### config.mk
export PLATFORM = sky130hd
export DESIGN_NAME = fsz_top
export DESIGN_NICKNAME = d
export VERILOG_FILES = /design/src/core/fsz_pkg.sv /design/src/core/fsz_top.sv /design/src/core/fsz_chan.sv
export VERILOG_INCLUDE_DIRS = /design/src /design/src/core
export SDC_FILE = /design/constraint.sdc
export NUM_CORES = 1
export LEC_CHECK = 0
export BUFFER_PORTS_ARGS = -buffer_cell sky130_fd_sc_hd__buf_2
export CELL_PAD_IN_SITES_DETAIL_PLACEMENT = 0
export CELL_PAD_IN_SITES_GLOBAL_PLACEMENT = 1
export CORE_MARGIN = 2
export CORE_UTILIZATION = 50
export DETAILED_ROUTE_END_ITERATION = 10
export GPL_ROUTABILITY_DRIVEN = 0
export PLACE_DENSITY_LB_ADDON = 0.2
export SYNTH_ARGS = -nofsm -noshare
export SYNTH_HDL_FRONTEND = slang
export SYNTH_SLANG_ARGS = --single-unit
### constraint.sdc
create_clock -name pclk -period 3.8 [get_ports pclk]
set_input_delay 0.38 -clock pclk [delete_from_list [all_inputs] [get_ports pclk]]
set_output_delay 0.38 -clock pclk [all_outputs]
set_load 0.05 [all_outputs]
### src/core/fsz_regs.svh
`ifndef FSZ_REGS_SVH
`define FSZ_REGS_SVH
// register byte offsets
`define FSZ_CTRL_OFS 12'h000
`define FSZ_MASK_A_OFS 12'h004
`define FSZ_MASK_B_OFS 12'h008
`define FSZ_CFGOK_OFS 12'h00C
`define FSZ_STAT_OFS 12'h010
`define FSZ_DLY_BASE_OFS 12'h040
// control register fields
`define FSZ_CTRL_TWOZ_BIT 0
`define FSZ_CTRL_LOAD_BIT 1
// status register fields
`define FSZ_STAT_PERM_BIT 0
`define FSZ_STAT_LATCH_BIT 1
`define FSZ_STAT_FAIL_BIT 2
`define FSZ_STAT_OUT_BIT 3
// reset values
`define FSZ_MASK_RST 32'h0000_0000
`define FSZ_DLY_RST 16'h0000
`endif

### src/core/fsz_pkg.sv
package fsz_pkg;
  typedef enum logic [1:0] {FSZ_RUN, FSZ_TRIP, FSZ_WAIT_CTL} fsz_state_t;
endpackage

### src/core/fsz_top.sv
// Overview of operation
// - with two zones enabled the output may stay on if either zone is 1, stop only if both are 0.
// - all inputs selected in one column are ANDed into that column's zone result.
// - each column's mask is evaluated on its own, never touching the other column.
// - a download selecting an unconfigured input is rejected and flagged as a failure.
// - a selected input going inactive or into error forces the output off at once, unless two zones are enabled and the other zone is 1.
// - an input counts as inactive only after its configured off delay has run out.
// - after a trip the output stays off until causes are active again and control went off first.
// - selected inputs are active high; an inactive level trips, whether or not the input was active before.
`timescale 1ns/100ps
`default_nettype none
`include "fsz_regs.svh"
module fsz_top
  import fsz_pkg::*;
#(
  parameter int N = 14,
  parameter int DW = 16
)
(
  input wire logic pclk,
  input wire logic presetn,
  input wire logic psel,
  input wire logic penable,
  input wire logic pwrite,
  input wire logic [11:0] paddr,
  input wire logic [31:0] pwdata,
  output logic [31:0] prdata,
  output logic pready,
  output logic pslverr,
  input wire logic [N-1:0] in_pins,
  input wire logic [N-1:0] in_err,
  input wire logic ctl_out,
  output logic out_drv,
  output logic fail
);
  // ****************************************
  // registers
  // ****************************************
  logic two_zone_r;
  logic [N-1:0] mask_a_r;
  logic [N-1:0] mask_b_r;
  logic [N-1:0] cfg_ok_r;
  logic [N-1:0] stage_a_r;
  logic [N-1:0] stage_b_r;
  logic [DW-1:0] dly_r [N];
  logic [N-1:0] act;
  logic ctl_s1_r;
  logic ctl_s2_r;
  logic ctl_s3_r;
  logic perm;
  logic latch_r;
  fsz_state_t st_r;
  logic wr;
  logic rd;
  logic [N-1:0] sel_mask;
  logic [31:0] rd_nxt;
  logic unmapped;

  assign wr = psel && penable && pwrite;
  assign rd = psel && !penable && !pwrite;

  // register index of a delay slot, or -1 if outside the table
  function automatic int dly_idx(input logic [11:0] a);
    int i;
    i = -1;
    if (a >= `FSZ_DLY_BASE_OFS && a < `FSZ_DLY_BASE_OFS + 12'(4 * N) && a[1:0] == 2'b00)
    begin
      i = int'((a - `FSZ_DLY_BASE_OFS) >> 2);
    end
    return i;
  endfunction

  // ****************************************
  // configuration writes and download check
  // ****************************************
  always_ff @(posedge pclk or negedge presetn)
  begin
    if (!presetn)
    begin
      two_zone_r <= 1'b0;
      mask_a_r <= '0;
      mask_b_r <= '0;
      stage_a_r <= '0;
      stage_b_r <= '0;
      cfg_ok_r <= '0;
      fail <= 1'b0;
    end
    else if (wr)
    begin
      case (paddr)
        `FSZ_CTRL_OFS:
        begin
          two_zone_r <= pwdata[`FSZ_CTRL_TWOZ_BIT];
          if (pwdata[`FSZ_CTRL_LOAD_BIT])
          begin
            // download: commit staged masks only if every selected input is configured
            if (((stage_a_r | stage_b_r) & ~cfg_ok_r) != '0)
            begin
              fail <= 1'b1;
            end
            else
            begin
              mask_a_r <= stage_a_r;
              mask_b_r <= stage_b_r;
              fail <= 1'b0;
            end
          end
        end
        `FSZ_MASK_A_OFS: stage_a_r <= pwdata[N-1:0];
        `FSZ_MASK_B_OFS: stage_b_r <= pwdata[N-1:0];
        `FSZ_CFGOK_OFS: cfg_ok_r <= pwdata[N-1:0];
        default:
        begin
        end
      endcase
    end
  end

  // per-input off delay registers
  always_ff @(posedge pclk or negedge presetn)
  begin
    if (!presetn)
    begin
      for (int i = 0; i < N; i++)
      begin
        dly_r[i] <= `FSZ_DLY_RST;
      end
    end
    else if (wr && dly_idx(paddr) >= 0)
    begin
      dly_r[dly_idx(paddr)] <= pwdata[DW-1:0];
    end
  end

  // ****************************************
  // input conditioning
  // ****************************************
  for (genvar g = 0; g < N; g++)
  begin : g_ch
    fsz_chan #(.DW(DW)) u_ch
    (
      .pclk(pclk),
      .presetn(presetn),
      .in_pin(in_pins[g]),
      .err_pin(in_err[g]),
      .off_dly(dly_r[g]),
      .act(act[g])
    );
  end

  // normal output control, synchronised
  always_ff @(posedge pclk or negedge presetn)
  begin
    if (!presetn)
    begin
      ctl_s1_r <= 1'b0;
      ctl_s2_r <= 1'b0;
      ctl_s3_r <= 1'b0;
    end
    else
    begin
      ctl_s1_r <= ctl_out;
      ctl_s2_r <= ctl_s1_r;
      ctl_s3_r <= ctl_s2_r;
    end
  end

  // ****************************************
  // zone logic and interlock
  // ****************************************
  // each column ANDs its own selected inputs, unselected bits count as 1
  always_comb
  begin
    logic za;
    logic zb;
    za = &(act | ~mask_a_r);
    zb = &(act | ~mask_b_r);
    perm = two_zone_r ? (za | zb) : za;
  end

  assign sel_mask = two_zone_r ? (mask_a_r | mask_b_r) : mask_a_r;

  always_ff @(posedge pclk or negedge presetn)
  begin
    if (!presetn)
    begin
      st_r <= FSZ_RUN;
      out_drv <= 1'b0;
      latch_r <= 1'b0;
    end
    else
    begin
      case (st_r)
        FSZ_RUN:
        begin
          if (!perm)
          begin
            st_r <= FSZ_TRIP;
            out_drv <= 1'b0;
            latch_r <= 1'b1;
          end
          else if (ctl_s3_r == ctl_s2_r)
          begin
            out_drv <= ctl_s3_r; // follow control only once stages 2 and 3 agree
          end
        end
        FSZ_TRIP:
        begin
          out_drv <= 1'b0;
          if (!(ctl_s3_r && ctl_s2_r))
          begin
            st_r <= FSZ_WAIT_CTL;
          end
        end
        FSZ_WAIT_CTL:
        begin
          out_drv <= 1'b0;
          if (!perm)
          begin
            st_r <= FSZ_TRIP;
          end
          else if (!ctl_s3_r && !ctl_s2_r)
          begin
            st_r <= FSZ_RUN;
            latch_r <= 1'b0;
          end
        end
        default:
        begin
          st_r <= FSZ_TRIP;
          out_drv <= 1'b0;
        end
      endcase
    end
  end

  // ****************************************
  // apb read path, zero wait states
  // ****************************************
  always_comb
  begin
    unmapped = 1'b0;
    rd_nxt = 32'h0000_0000;
    case (paddr)
      `FSZ_CTRL_OFS: rd_nxt[`FSZ_CTRL_TWOZ_BIT] = two_zone_r;
      `FSZ_MASK_A_OFS: rd_nxt[N-1:0] = mask_a_r;
      `FSZ_MASK_B_OFS: rd_nxt[N-1:0] = mask_b_r;
      `FSZ_CFGOK_OFS: rd_nxt[N-1:0] = cfg_ok_r;
      `FSZ_STAT_OFS:
      begin
        rd_nxt[`FSZ_STAT_PERM_BIT] = perm;
        rd_nxt[`FSZ_STAT_LATCH_BIT] = latch_r;
        rd_nxt[`FSZ_STAT_FAIL_BIT] = fail;
        rd_nxt[`FSZ_STAT_OUT_BIT] = out_drv;
        rd_nxt[16 +: N] = act & sel_mask;
      end
      default:
      begin
        if (dly_idx(paddr) >= 0)
        begin
          rd_nxt[DW-1:0] = dly_r[dly_idx(paddr)];
        end
        else
        begin
          unmapped = 1'b1;
        end
      end
    endcase
  end

  always_ff @(posedge pclk or negedge presetn)
  begin
    if (!presetn)
    begin
      prdata <= 32'h0000_0000;
      pready <= 1'b0;
      pslverr <= 1'b0;
    end
    else
    begin
      pready <= psel && !penable;
      pslverr <= psel && !penable && unmapped;
      if (rd)
      begin
        prdata <= rd_nxt;
      end
    end
  end

  // ****************************************
  // checks
  // ****************************************
  property p_trip_off;
    @(posedge pclk) disable iff (!presetn)
    (st_r == FSZ_RUN && !perm) |=> !out_drv && st_r == FSZ_TRIP;
  endproperty
  a_trip_off: assert property (p_trip_off) else $error("output not dropped on trip");

  property p_off_latched;
    @(posedge pclk) disable iff (!presetn)
    (st_r != FSZ_RUN) |=> !out_drv;
  endproperty
  a_off_latched: assert property (p_off_latched) else $error("output on while latched");

  property p_rearm;
    @(posedge pclk) disable iff (!presetn)
    ($past(st_r) != FSZ_RUN && st_r == FSZ_RUN) |-> $past(perm) && !$past(ctl_s3_r);
  endproperty
  a_rearm: assert property (p_rearm) else $error("rearm without interlock");

  property p_or_two;
    @(posedge pclk) disable iff (!presetn)
    two_zone_r |-> perm == (&(act | ~mask_a_r) || &(act | ~mask_b_r));
  endproperty
  a_or_two: assert property (p_or_two) else $error("two zone or wrong");

  property p_one_zone;
    @(posedge pclk) disable iff (!presetn)
    !two_zone_r |-> perm == &(act | ~mask_a_r);
  endproperty
  a_one_zone: assert property (p_one_zone) else $error("single zone wrong");

  property p_and_col;
    @(posedge pclk) disable iff (!presetn)
    ((mask_a_r & ~act) != '0 && !two_zone_r) |-> !perm;
  endproperty
  a_and_col: assert property (p_and_col) else $error("column and wrong");

  property p_col_indep;
    @(posedge pclk) disable iff (!presetn)
    (two_zone_r && (mask_a_r & ~act) == '0) |-> perm;
  endproperty
  a_col_indep: assert property (p_col_indep) else $error("column b affected a");

  property p_reject;
    @(posedge pclk) disable iff (!presetn)
    (wr && paddr == `FSZ_CTRL_OFS && pwdata[`FSZ_CTRL_LOAD_BIT]
      && ((stage_a_r | stage_b_r) & ~cfg_ok_r) != '0)
      |=> fail && $stable(mask_a_r) && $stable(mask_b_r);
  endproperty
  a_reject: assert property (p_reject) else $error("bad download accepted");

  c_trip: cover property (@(posedge pclk) disable iff (!presetn) st_r == FSZ_TRIP);
  c_rearm: cover property (@(posedge pclk) disable iff (!presetn)
    st_r == FSZ_WAIT_CTL ##1 st_r == FSZ_RUN);
  c_fail: cover property (@(posedge pclk) disable iff (!presetn) $rose(fail));
  c_or: cover property (@(posedge pclk) disable iff (!presetn) two_zone_r && perm
    && (mask_a_r & ~act) != '0);
endmodule
`default_nettype wire

### src/core/fsz_chan.sv
`timescale 1ns/100ps
`default_nettype none
`include "fsz_regs.svh"
// ****************************************
// per-input synchroniser and off delay
// ****************************************
module fsz_chan
  import fsz_pkg::*;
#(
  parameter int DW = 16
)
(
  input wire logic pclk,
  input wire logic presetn,
  input wire logic in_pin,
  input wire logic err_pin,
  input wire logic [DW-1:0] off_dly,
  output logic act
);
  logic [2:0] s_r;
  logic [2:0] e_r;
  logic [DW-1:0] cnt_r;
  // three-stage synchronisers, change accepted when stages 2 and 3 agree
  always_ff @(posedge pclk or negedge presetn)
  begin
    if (!presetn)
    begin
      s_r <= 3'b000;
      e_r <= 3'b111;
    end
    else
    begin
      s_r <= {s_r[1:0], in_pin};
      e_r <= {e_r[1:0], err_pin};
    end
  end
  // active high input; inactive only after the off delay, error drops at once
  always_ff @(posedge pclk or negedge presetn)
  begin
    if (!presetn)
    begin
      act <= 1'b0;
      cnt_r <= '0;
    end
    else if (e_r[2] && e_r[1])
    begin
      act <= 1'b0;
      cnt_r <= '0;
    end
    else if (s_r[2] && s_r[1] && !e_r[2] && !e_r[1])
    begin
      act <= 1'b1;
      cnt_r <= '0;
    end
    else if (!s_r[2] && !s_r[1] && act)
    begin
      if (cnt_r >= off_dly)
      begin
        act <= 1'b0;
        cnt_r <= '0;
      end
      else
      begin
        cnt_r <= cnt_r + 1'b1;
      end
    end
  end
endmodule
`default_nettype wire

Word level (Yosys, flattened, before mapping)
Cells that the tools add are included.
{"block": "op_classes", "n_addsub": 15, "n_mul": 0, "div": 0, "magnitude_cmp": 21, "n_eq_ne": 13, "shift": 0, "n_mux": 146, "n_bitwise": 13, "reduce_logical": 214}
{"cell": "$mux 16", "count": 60}
{"cell": "$add 16x1->16 const B", "count": 14}
{"cell": "$bwmux 224", "count": 1}
{"cell": "$ge 16x16->1", "count": 14}
{"cell": "$mux 32", "count": 5}
{"cell": "$logic_and 1x1->1", "count": 95}
{"cell": "$reduce_bool 3->1", "count": 28}
{"cell": "$mux 1", "count": 66}
{"cell": "$bmux 16 s4", "count": 1}
{"cell": "$demux 16 s4", "count": 1}
{"cell": "$ge 32x1->1 const B", "count": 2}
{"cell": "$ge 32x5->1 const B", "count": 2}
{"cell": "$not 32->32", "count": 2}
{"cell": "$logic_not 1->1", "count": 60}
{"cell": "$or 14x14->14", "count": 4}
{"cell": "$not 14->14", "count": 3}
{"cell": "$pmux 10 s4", "count": 1}
{"cell": "$reduce_and 2->1", "count": 18}
{"cell": "$lt 32x1->1 const B", "count": 1}
{"cell": "$and 14x14->14", "count": 2}
{"cell": "$mux 14", "count": 2}
{"cell": "$reduce_and 14->1", "count": 2}
{"cell": "$eq 12x4->1 const B", "count": 2}
{"cell": "$pmux 3 s5", "count": 1}
{"cell": "24 further kinds", "count": 35}
{"block": "word_totals", "reg_bits": 657, "latch_bits": 0, "ramBits": 0, "romBits": 0, "inputBits": 78, "output_inout_bits": 36, "mem_count": 0}

Logic depth before layout (Yosys ltp)
{"block": "logic_depth", "ltp_word": 14, "mapped_depth": 12, "depth_no_buf": 9}

Cells and area by module
Synthesis repeated with hierarchy kept, for this count alone.
{"block": "hier_totals", "cells_unflattened": 3540, "hier_area_um2": 37400.9}
{"module": "fsz_chan at g_ch[0].u_ch ...", "n_inst": 13, "cells_per_inst": 166, "area_each_um2": 1560.2, "seq_area_each_um2": 579.3}
{"module": "fsz_top", "n_inst": 1, "cells_per_inst": 1219, "area_each_um2": 15625.0, "seq_area_each_um2": 8383.0}
{"module": "fsz_chan at g_ch[4].u_ch", "n_inst": 1, "cells_per_inst": 163, "area_each_um2": 1492.7, "seq_area_each_um2": 579.3}

Worst setup path before layout
Ideal clock, no wire load.
{"block": "synth_path", "path_kind": "flip-flop to flip-flop", "startpoint": "reg g_ch[12].u_ch.cnt_r[0]", "endpoint": "reg g_ch[12].u_ch.cnt_r[10]", "setup_ps": 130, "t_arrival_ps": 2531, "required_time_ps": 3670, "path_slack_ps": 1139, "stages_incl_launch_ff": 11, "synth_period_minus_slack_ps": 2661, "path_cell_list": "dfrtp_1 -> inv_1 -> ha_1 -> nand2b_1 -> a211oi_1 -> o21ai_0 -> a311oi_1 -> o41ai_1 -> nor2b_1 -> clkbuf_1 -> nor2_1"}
{"block": "synth_between", "elab_chain_len": 5, "word_cells_on_any_way": 6}
{"element": "start, declared", "line": "fsz_chan.sv:22", "rtl": "logic [DW-1:0] cnt_r;"}
{"element": "start signal, assigned", "line": "fsz_chan.sv:64", "rtl": "cnt_r <= cnt_r + 1'b1;"}
{"element": "$add 16x1->16 / $ge 16x16->1 (equally long branches)", "line": "fsz_chan.sv:64, fsz_chan.sv:57"}
{"element": "$mux 16 *", "line": "fsz_chan.sv:57", "rtl": "if (cnt_r >= off_dly)"}
{"element": "$mux 16 *", "line": "fsz_chan.sv:55", "rtl": "else if (!s_r[2] && !s_r[1] && act)"}
{"element": "$mux 16 *", "line": "fsz_chan.sv:50", "rtl": "else if (s_r[2] && s_r[1] && !e_r[2] && !e_r[1])"}
{"element": "$mux 16 *", "line": "fsz_chan.sv:45", "rtl": "else if (e_r[2] && e_r[1])"}
Mark *: on every way between the ends. The rest lies on a longest branch, timed or not. The select of a mux whose other input is x is not followed.
A chain may end at the register's enable or synchronous reset.

Worst setup path after layout
{"block": "layout_path", "startpoint": "reg dly_r[141] (netlist name)", "endpoint": "reg g_ch[5].u_ch.cnt_r[9]"}
{"block": "layout_between", "elab_chain_len": 5}
{"element": "start, declared", "line": "fsz_top.sv:45", "rtl": "logic [DW-1:0] dly_r [N];"}
{"element": "start signal, assigned by index", "line": "fsz_top.sv:126", "rtl": "dly_r[i] <= `FSZ_DLY_RST;"}
{"element": "start signal, assigned by index", "line": "fsz_top.sv:131", "rtl": "dly_r[dly_idx(paddr)] <= pwdata[DW-1:0];"}
{"element": "$ge 16x16->1", "line": "fsz_chan.sv:57"}
{"element": "$mux 16", "line": "fsz_chan.sv:57"}
{"element": "$mux 16", "line": "fsz_chan.sv:55"}
{"element": "$mux 16", "line": "fsz_chan.sv:50"}
{"element": "$mux 16", "line": "fsz_chan.sv:45"}
{"element": "end signal, assigned", "line": "fsz_chan.sv:64"}
{"element": "end, declared", "line": "fsz_chan.sv:22"}
No other way between the ends. The select of a mux whose other input is x is not followed.

==> flow_results.xml <==
<?xml version="1.0" encoding="UTF-8"?>
<metrics>
  <group name="clock_tree">
    <metric name="postCtsSetupBuffers" unit="">0</metric>
    <metric name="clk_path_buf_depth" unit="">3</metric>
    <metric name="cts.hold.buffers_added" unit="">30</metric>
    <metric name="htree_levels" unit="">3</metric>
    <metric name="post_cts_sizing_count" unit="">0</metric>
    <metric name="cts_root_buffer" unit="">clkbuf_16</metric>
    <metric name="clock_latency" unit="ps">630</metric>
    <metric name="cts_buffers" unit="">75</metric>
    <metric name="clk_pin_slew" unit="ps">60</metric>
    <metric name="clkSinkCount" unit="">657</metric>
    <metric name="tritoncts" unit="">yes</metric>
  </group>
  <group name="routing">
    <metric name="drt_wl_total" unit="um">101000</metric>
    <metric name="vias_per_cell" unit="">5.90</metric>
    <metric name="antenna_left" unit="">0</metric>
    <metric name="drc" unit="">0</metric>
    <metric name="first_pass_iters" unit="">6</metric>
    <metric name="route.detailed.wl_per_inst" unit="um">22.3</metric>
    <metric name="first_iter_violations" unit="">2389</metric>
    <metric name="detailroute.via_count" unit="">26600</metric>
  </group>
  <group name="run">
    <metric name="timing.max_cap.violations" unit="">0</metric>
  </group>
  <group name="die">
    <metric name="die_width" unit="um">268</metric>
    <metric name="fp.dieArea" unit="um2">71900</metric>
    <metric name="i_o_pin_cnt" unit="">114</metric>
    <metric name="core_region_area" unit="um2">68800</metric>
    <metric name="initial_core_util" unit="%">50.7</metric>
    <metric name="rows" unit="">96</metric>
    <metric name="fp.dieH" unit="um">268</metric>
  </group>
  <group name="finish">
    <metric name="area_delta_synth_final" unit="%">13.1</metric>
    <metric name="utilization" unit="%">57.3</metric>
    <metric name="layout.filler_cells" unit="">5929</metric>
    <metric name="seq_area" unit="um2">16500</metric>
    <metric name="multiInputGateArea" unit="um2">16800</metric>
    <metric name="layout.nets" unit="">3837</metric>
    <metric name="design_area" unit="um2">39500</metric>
    <metric name="drive_above_1_share" unit="%">17.5</metric>
  </group>
  <group name="logic_synthesis">
    <metric name="synth_top_flop_cell" unit="">dfrtp_1</metric>
    <metric name="syn_inst" unit="">3364</metric>
    <metric name="netlist_area" unit="um2">34900</metric>
    <metric name="synth_enable_flop_cells" unit="">0</metric>
    <metric name="synth-async-reset-ratio" unit="%">100</metric>
    <metric name="avgSynthCellArea" unit="um2">10.4</metric>
    <metric name="ys_types" unit="">78</metric>
    <metric name="synth_seq_cells" unit="">657</metric>
    <metric name="post-synth-top-area-fraction" unit="%">44.1</metric>
    <metric name="warnings_synthesis" unit="">0</metric>
    <metric name="synth_area_leaders" unit="">dfrtp_1 (44%), ha_1 (8.7%), mux2_2 (8.5%)</metric>
    <metric name="leading_area_contributor_after_synthesis" unit="">dfrtp_1</metric>
    <metric name="synth.yosys.seq_area_share" unit="%">47.3</metric>
  </group>
  <group name="critical_path">
    <metric name="required" unit="ps">4350</metric>
    <metric name="crit_type" unit="">reg -&gt; reg</metric>
    <metric name="timing.critical_path.arrival" unit="ps">3480</metric>
    <metric name="crit_path_end_kind" unit="">register</metric>
    <metric name="critical_path_peak_fanout" unit="">11</metric>
    <metric name="start_kind" unit="">register</metric>
  </group>
  <group name="timing">
    <metric name="final.setup_skew" unit="ps">23.8</metric>
    <metric name="report.final.hold_viol_count" unit="">0</metric>
    <metric name="ratio_of_final_minimum_period_to_clock_period" unit="%">77.0</metric>
    <metric name="worst_case_headroom_to_the_max_slew_limit" unit="%">37.2</metric>
    <metric name="setup_viol_count_final" unit="">0</metric>
    <metric name="rsz0062_at_grt" unit="">false</metric>
    <metric name="final_critical_path_required_period" unit="ps">2930</metric>
    <metric name="fin_setup_tns" unit="ps">0</metric>
    <metric name="final-max-slew-violation-count" unit="">0</metric>
    <metric name="max_freq" unit="MHz">342</metric>
    <metric name="whs" unit="ps">34.8</metric>
    <metric name="timing_worst_slew_pin_value" unit="ps">940</metric>
  </group>
  <group name="global_route">
    <metric name="grt_pass1_vias" unit="">26900</metric>
    <metric name="grt_pass1_wl" unit="um">156000</metric>
    <metric name="grt.overflow.total" unit="">0</metric>
    <metric name="grt_antenna_before_repair" unit="">9</metric>
    <metric name="groute.usage.overall" unit="%">28.4</metric>
    <metric name="grt_start_max_net_pins" unit="">93</metric>
  </group>
  <group name="power">
    <metric name="maximum_vdd_drop" unit="V">0.000339</metric>
    <metric name="power_switching_share" unit="%">24.3</metric>
    <metric name="p_seq_share" unit="%">47.0</metric>
    <metric name="netSwitchingPower" unit="uW">3720</metric>
    <metric name="share_clk_of_total_power" unit="%">47.6</metric>
    <metric name="power.total" unit="uW">15300</metric>
    <metric name="total_leakage_power" unit="uW">0.0183</metric>
    <metric name="power_report.internal_total" unit="uW">11600</metric>
    <metric name="power_density" unit="nW/um2">387</metric>
    <metric name="share_comb_of_total_power" unit="%">5.3</metric>
  </group>
  <group name="placed_design">
    <metric name="port_bufs" unit="">95</metric>
    <metric name="hpwlAfterDp" unit="um">73100</metric>
    <metric name="placed_cell_area" unit="um2">36700</metric>
  </group>
  <group name="min_path">
    <metric name="hp-class" unit="">in -&gt; reg</metric>
  </group>
  <group name="outcome">
    <metric name="status" unit="">completed</metric>
  </group>
</metrics>
[worst max-delay path, stage by stage, from the launching register on]
cell and delay [ps]:
dfrtp_1 420, inv_1 70, ha_1 310, a21oi_1 160
nor2b_1 60, o21ai_0 140, or4b_2 630, a21oi_1 540
nor2_1 340, nor2_1 200
[power by group through the flow]
stage	combinational, uW	clock, uW	sequential (uW)
floorplan	277	0	7360
global placement	773	0	7310
detailed placement	790	0	7310
CTS	816	7430	7190
global route	881	7700	7200
finish	816	7280	7200
[flip-flops by register name, summed over array words and instances, names as in the netlist, 2 cells and up]
name,cells
cfg_ok_r,14
dly_r,224
g_ch.u_ch.act,14
g_ch.u_ch.cnt_r,224
g_ch.u_ch.e_r,42
g_ch.u_ch.s_r,42
mask_a_r,14
mask_b_r,14
prdata,30
st_r,2
stage_a_r,14
stage_b_r,14
[logic make-up after synthesis]
family          Yosys count  share of synthesized area (%)
simple gates            939                           13.0
flops                   657                           47.3
compound gates          640                           12.2
buf+inv                 416                           4.60
mux                     316                           10.4
fa+ha+maj               243                           8.71
xor+xnor                152                           3.82
other cells               1                         0.0107
[cell usage after synthesis, types with 46 or more instances]
cell and number:
nand4_1 58, nor2_1 305, inv_1 302, clkbuf_1 94
nand2_1 207, mux2_2 262, a21o_1 60, o21ai_0 180
dfrtp_1 615, a21oi_1 119, ha_1 243, nand3_1 81
nand2b_1 46, xnor2_1 64, xor2_1 88, nor3_1 75
[cell type report]
class,instances,area share (%)
tap,931,2.95
antenna,3,0.0190
timing repair buffer,188,3.45
inverter,302,2.87
clock buffer,111,5.66
sequential,657,41.8
clock inverter,28,0.653
multi-input combinational,2292,42.6
[stage by stage]
| step | std cells | setup slack [ps] |
|---|---|---|
| after CTS | 4509 | 880 |
| after floorplan | 3365 | 1140 |
| after global placement | 4340 | 609 |
| after global routing | 4510 | 692 |
| after detailed placement | 4340 | 512 |
| final | 4512 | 874 |
[path summary, 6_finish.rpt]
| path | to | slack (ps) | cells past startpoint | from |
|---|---|---|---|---|
| setup / recovery | g_ch[5].u_ch.cnt_r[9] | 870 | 9 | dly_r[141] |
| hold / removal | pready | 30 | 3 | psel |
| setup reg to reg | g_ch[5].u_ch.cnt_r[9] | 870 | 9 | dly_r[141] |
| hold reg to reg | g_ch[12].u_ch.s_r[1] | 350 | 0 | g_ch[12].u_ch.s_r[0] |
| max in group asynchronous | g_ch[10].u_ch.e_r[1] | 2310 | 3 | presetn |
| min in group asynchronous | g_ch[12].u_ch.s_r[1] | 410 | 2 | presetn |
[layout by cell type, fill, tap and decap left out, types with 30 or more instances in the layout]
cell             n
xor2_1          88
mux2_1          30
dfstp_2         42
a21o_1          60
xnor2_1         64
nand2_1        207
nand3_1         81
dlygate4sd3_1   30
clkbuf_16       77
o211ai_1        31
inv_1          302
nor3_1          75
a21oi_1        118
mux2_2         262
o21ai_0        180
o221ai_1        32
nand4_1         58
buf_2           93
buf_4           56
and3_1          39
nand2b_1        46
nor2_1         305
ha_1           243
dfrtp_1        615
[metal layers]
metal  global-route usage (%)  share of wire [%]  up-vias
met5                        0              0.027        -
met4                     10.6                3.7        4
met3                     5.71                7.4      191
met2                     45.2                 46      845
met1                     38.4                 43    13300
li1                         -                  -    12200
Note: power is estimated with default switching activity, not from simulation.
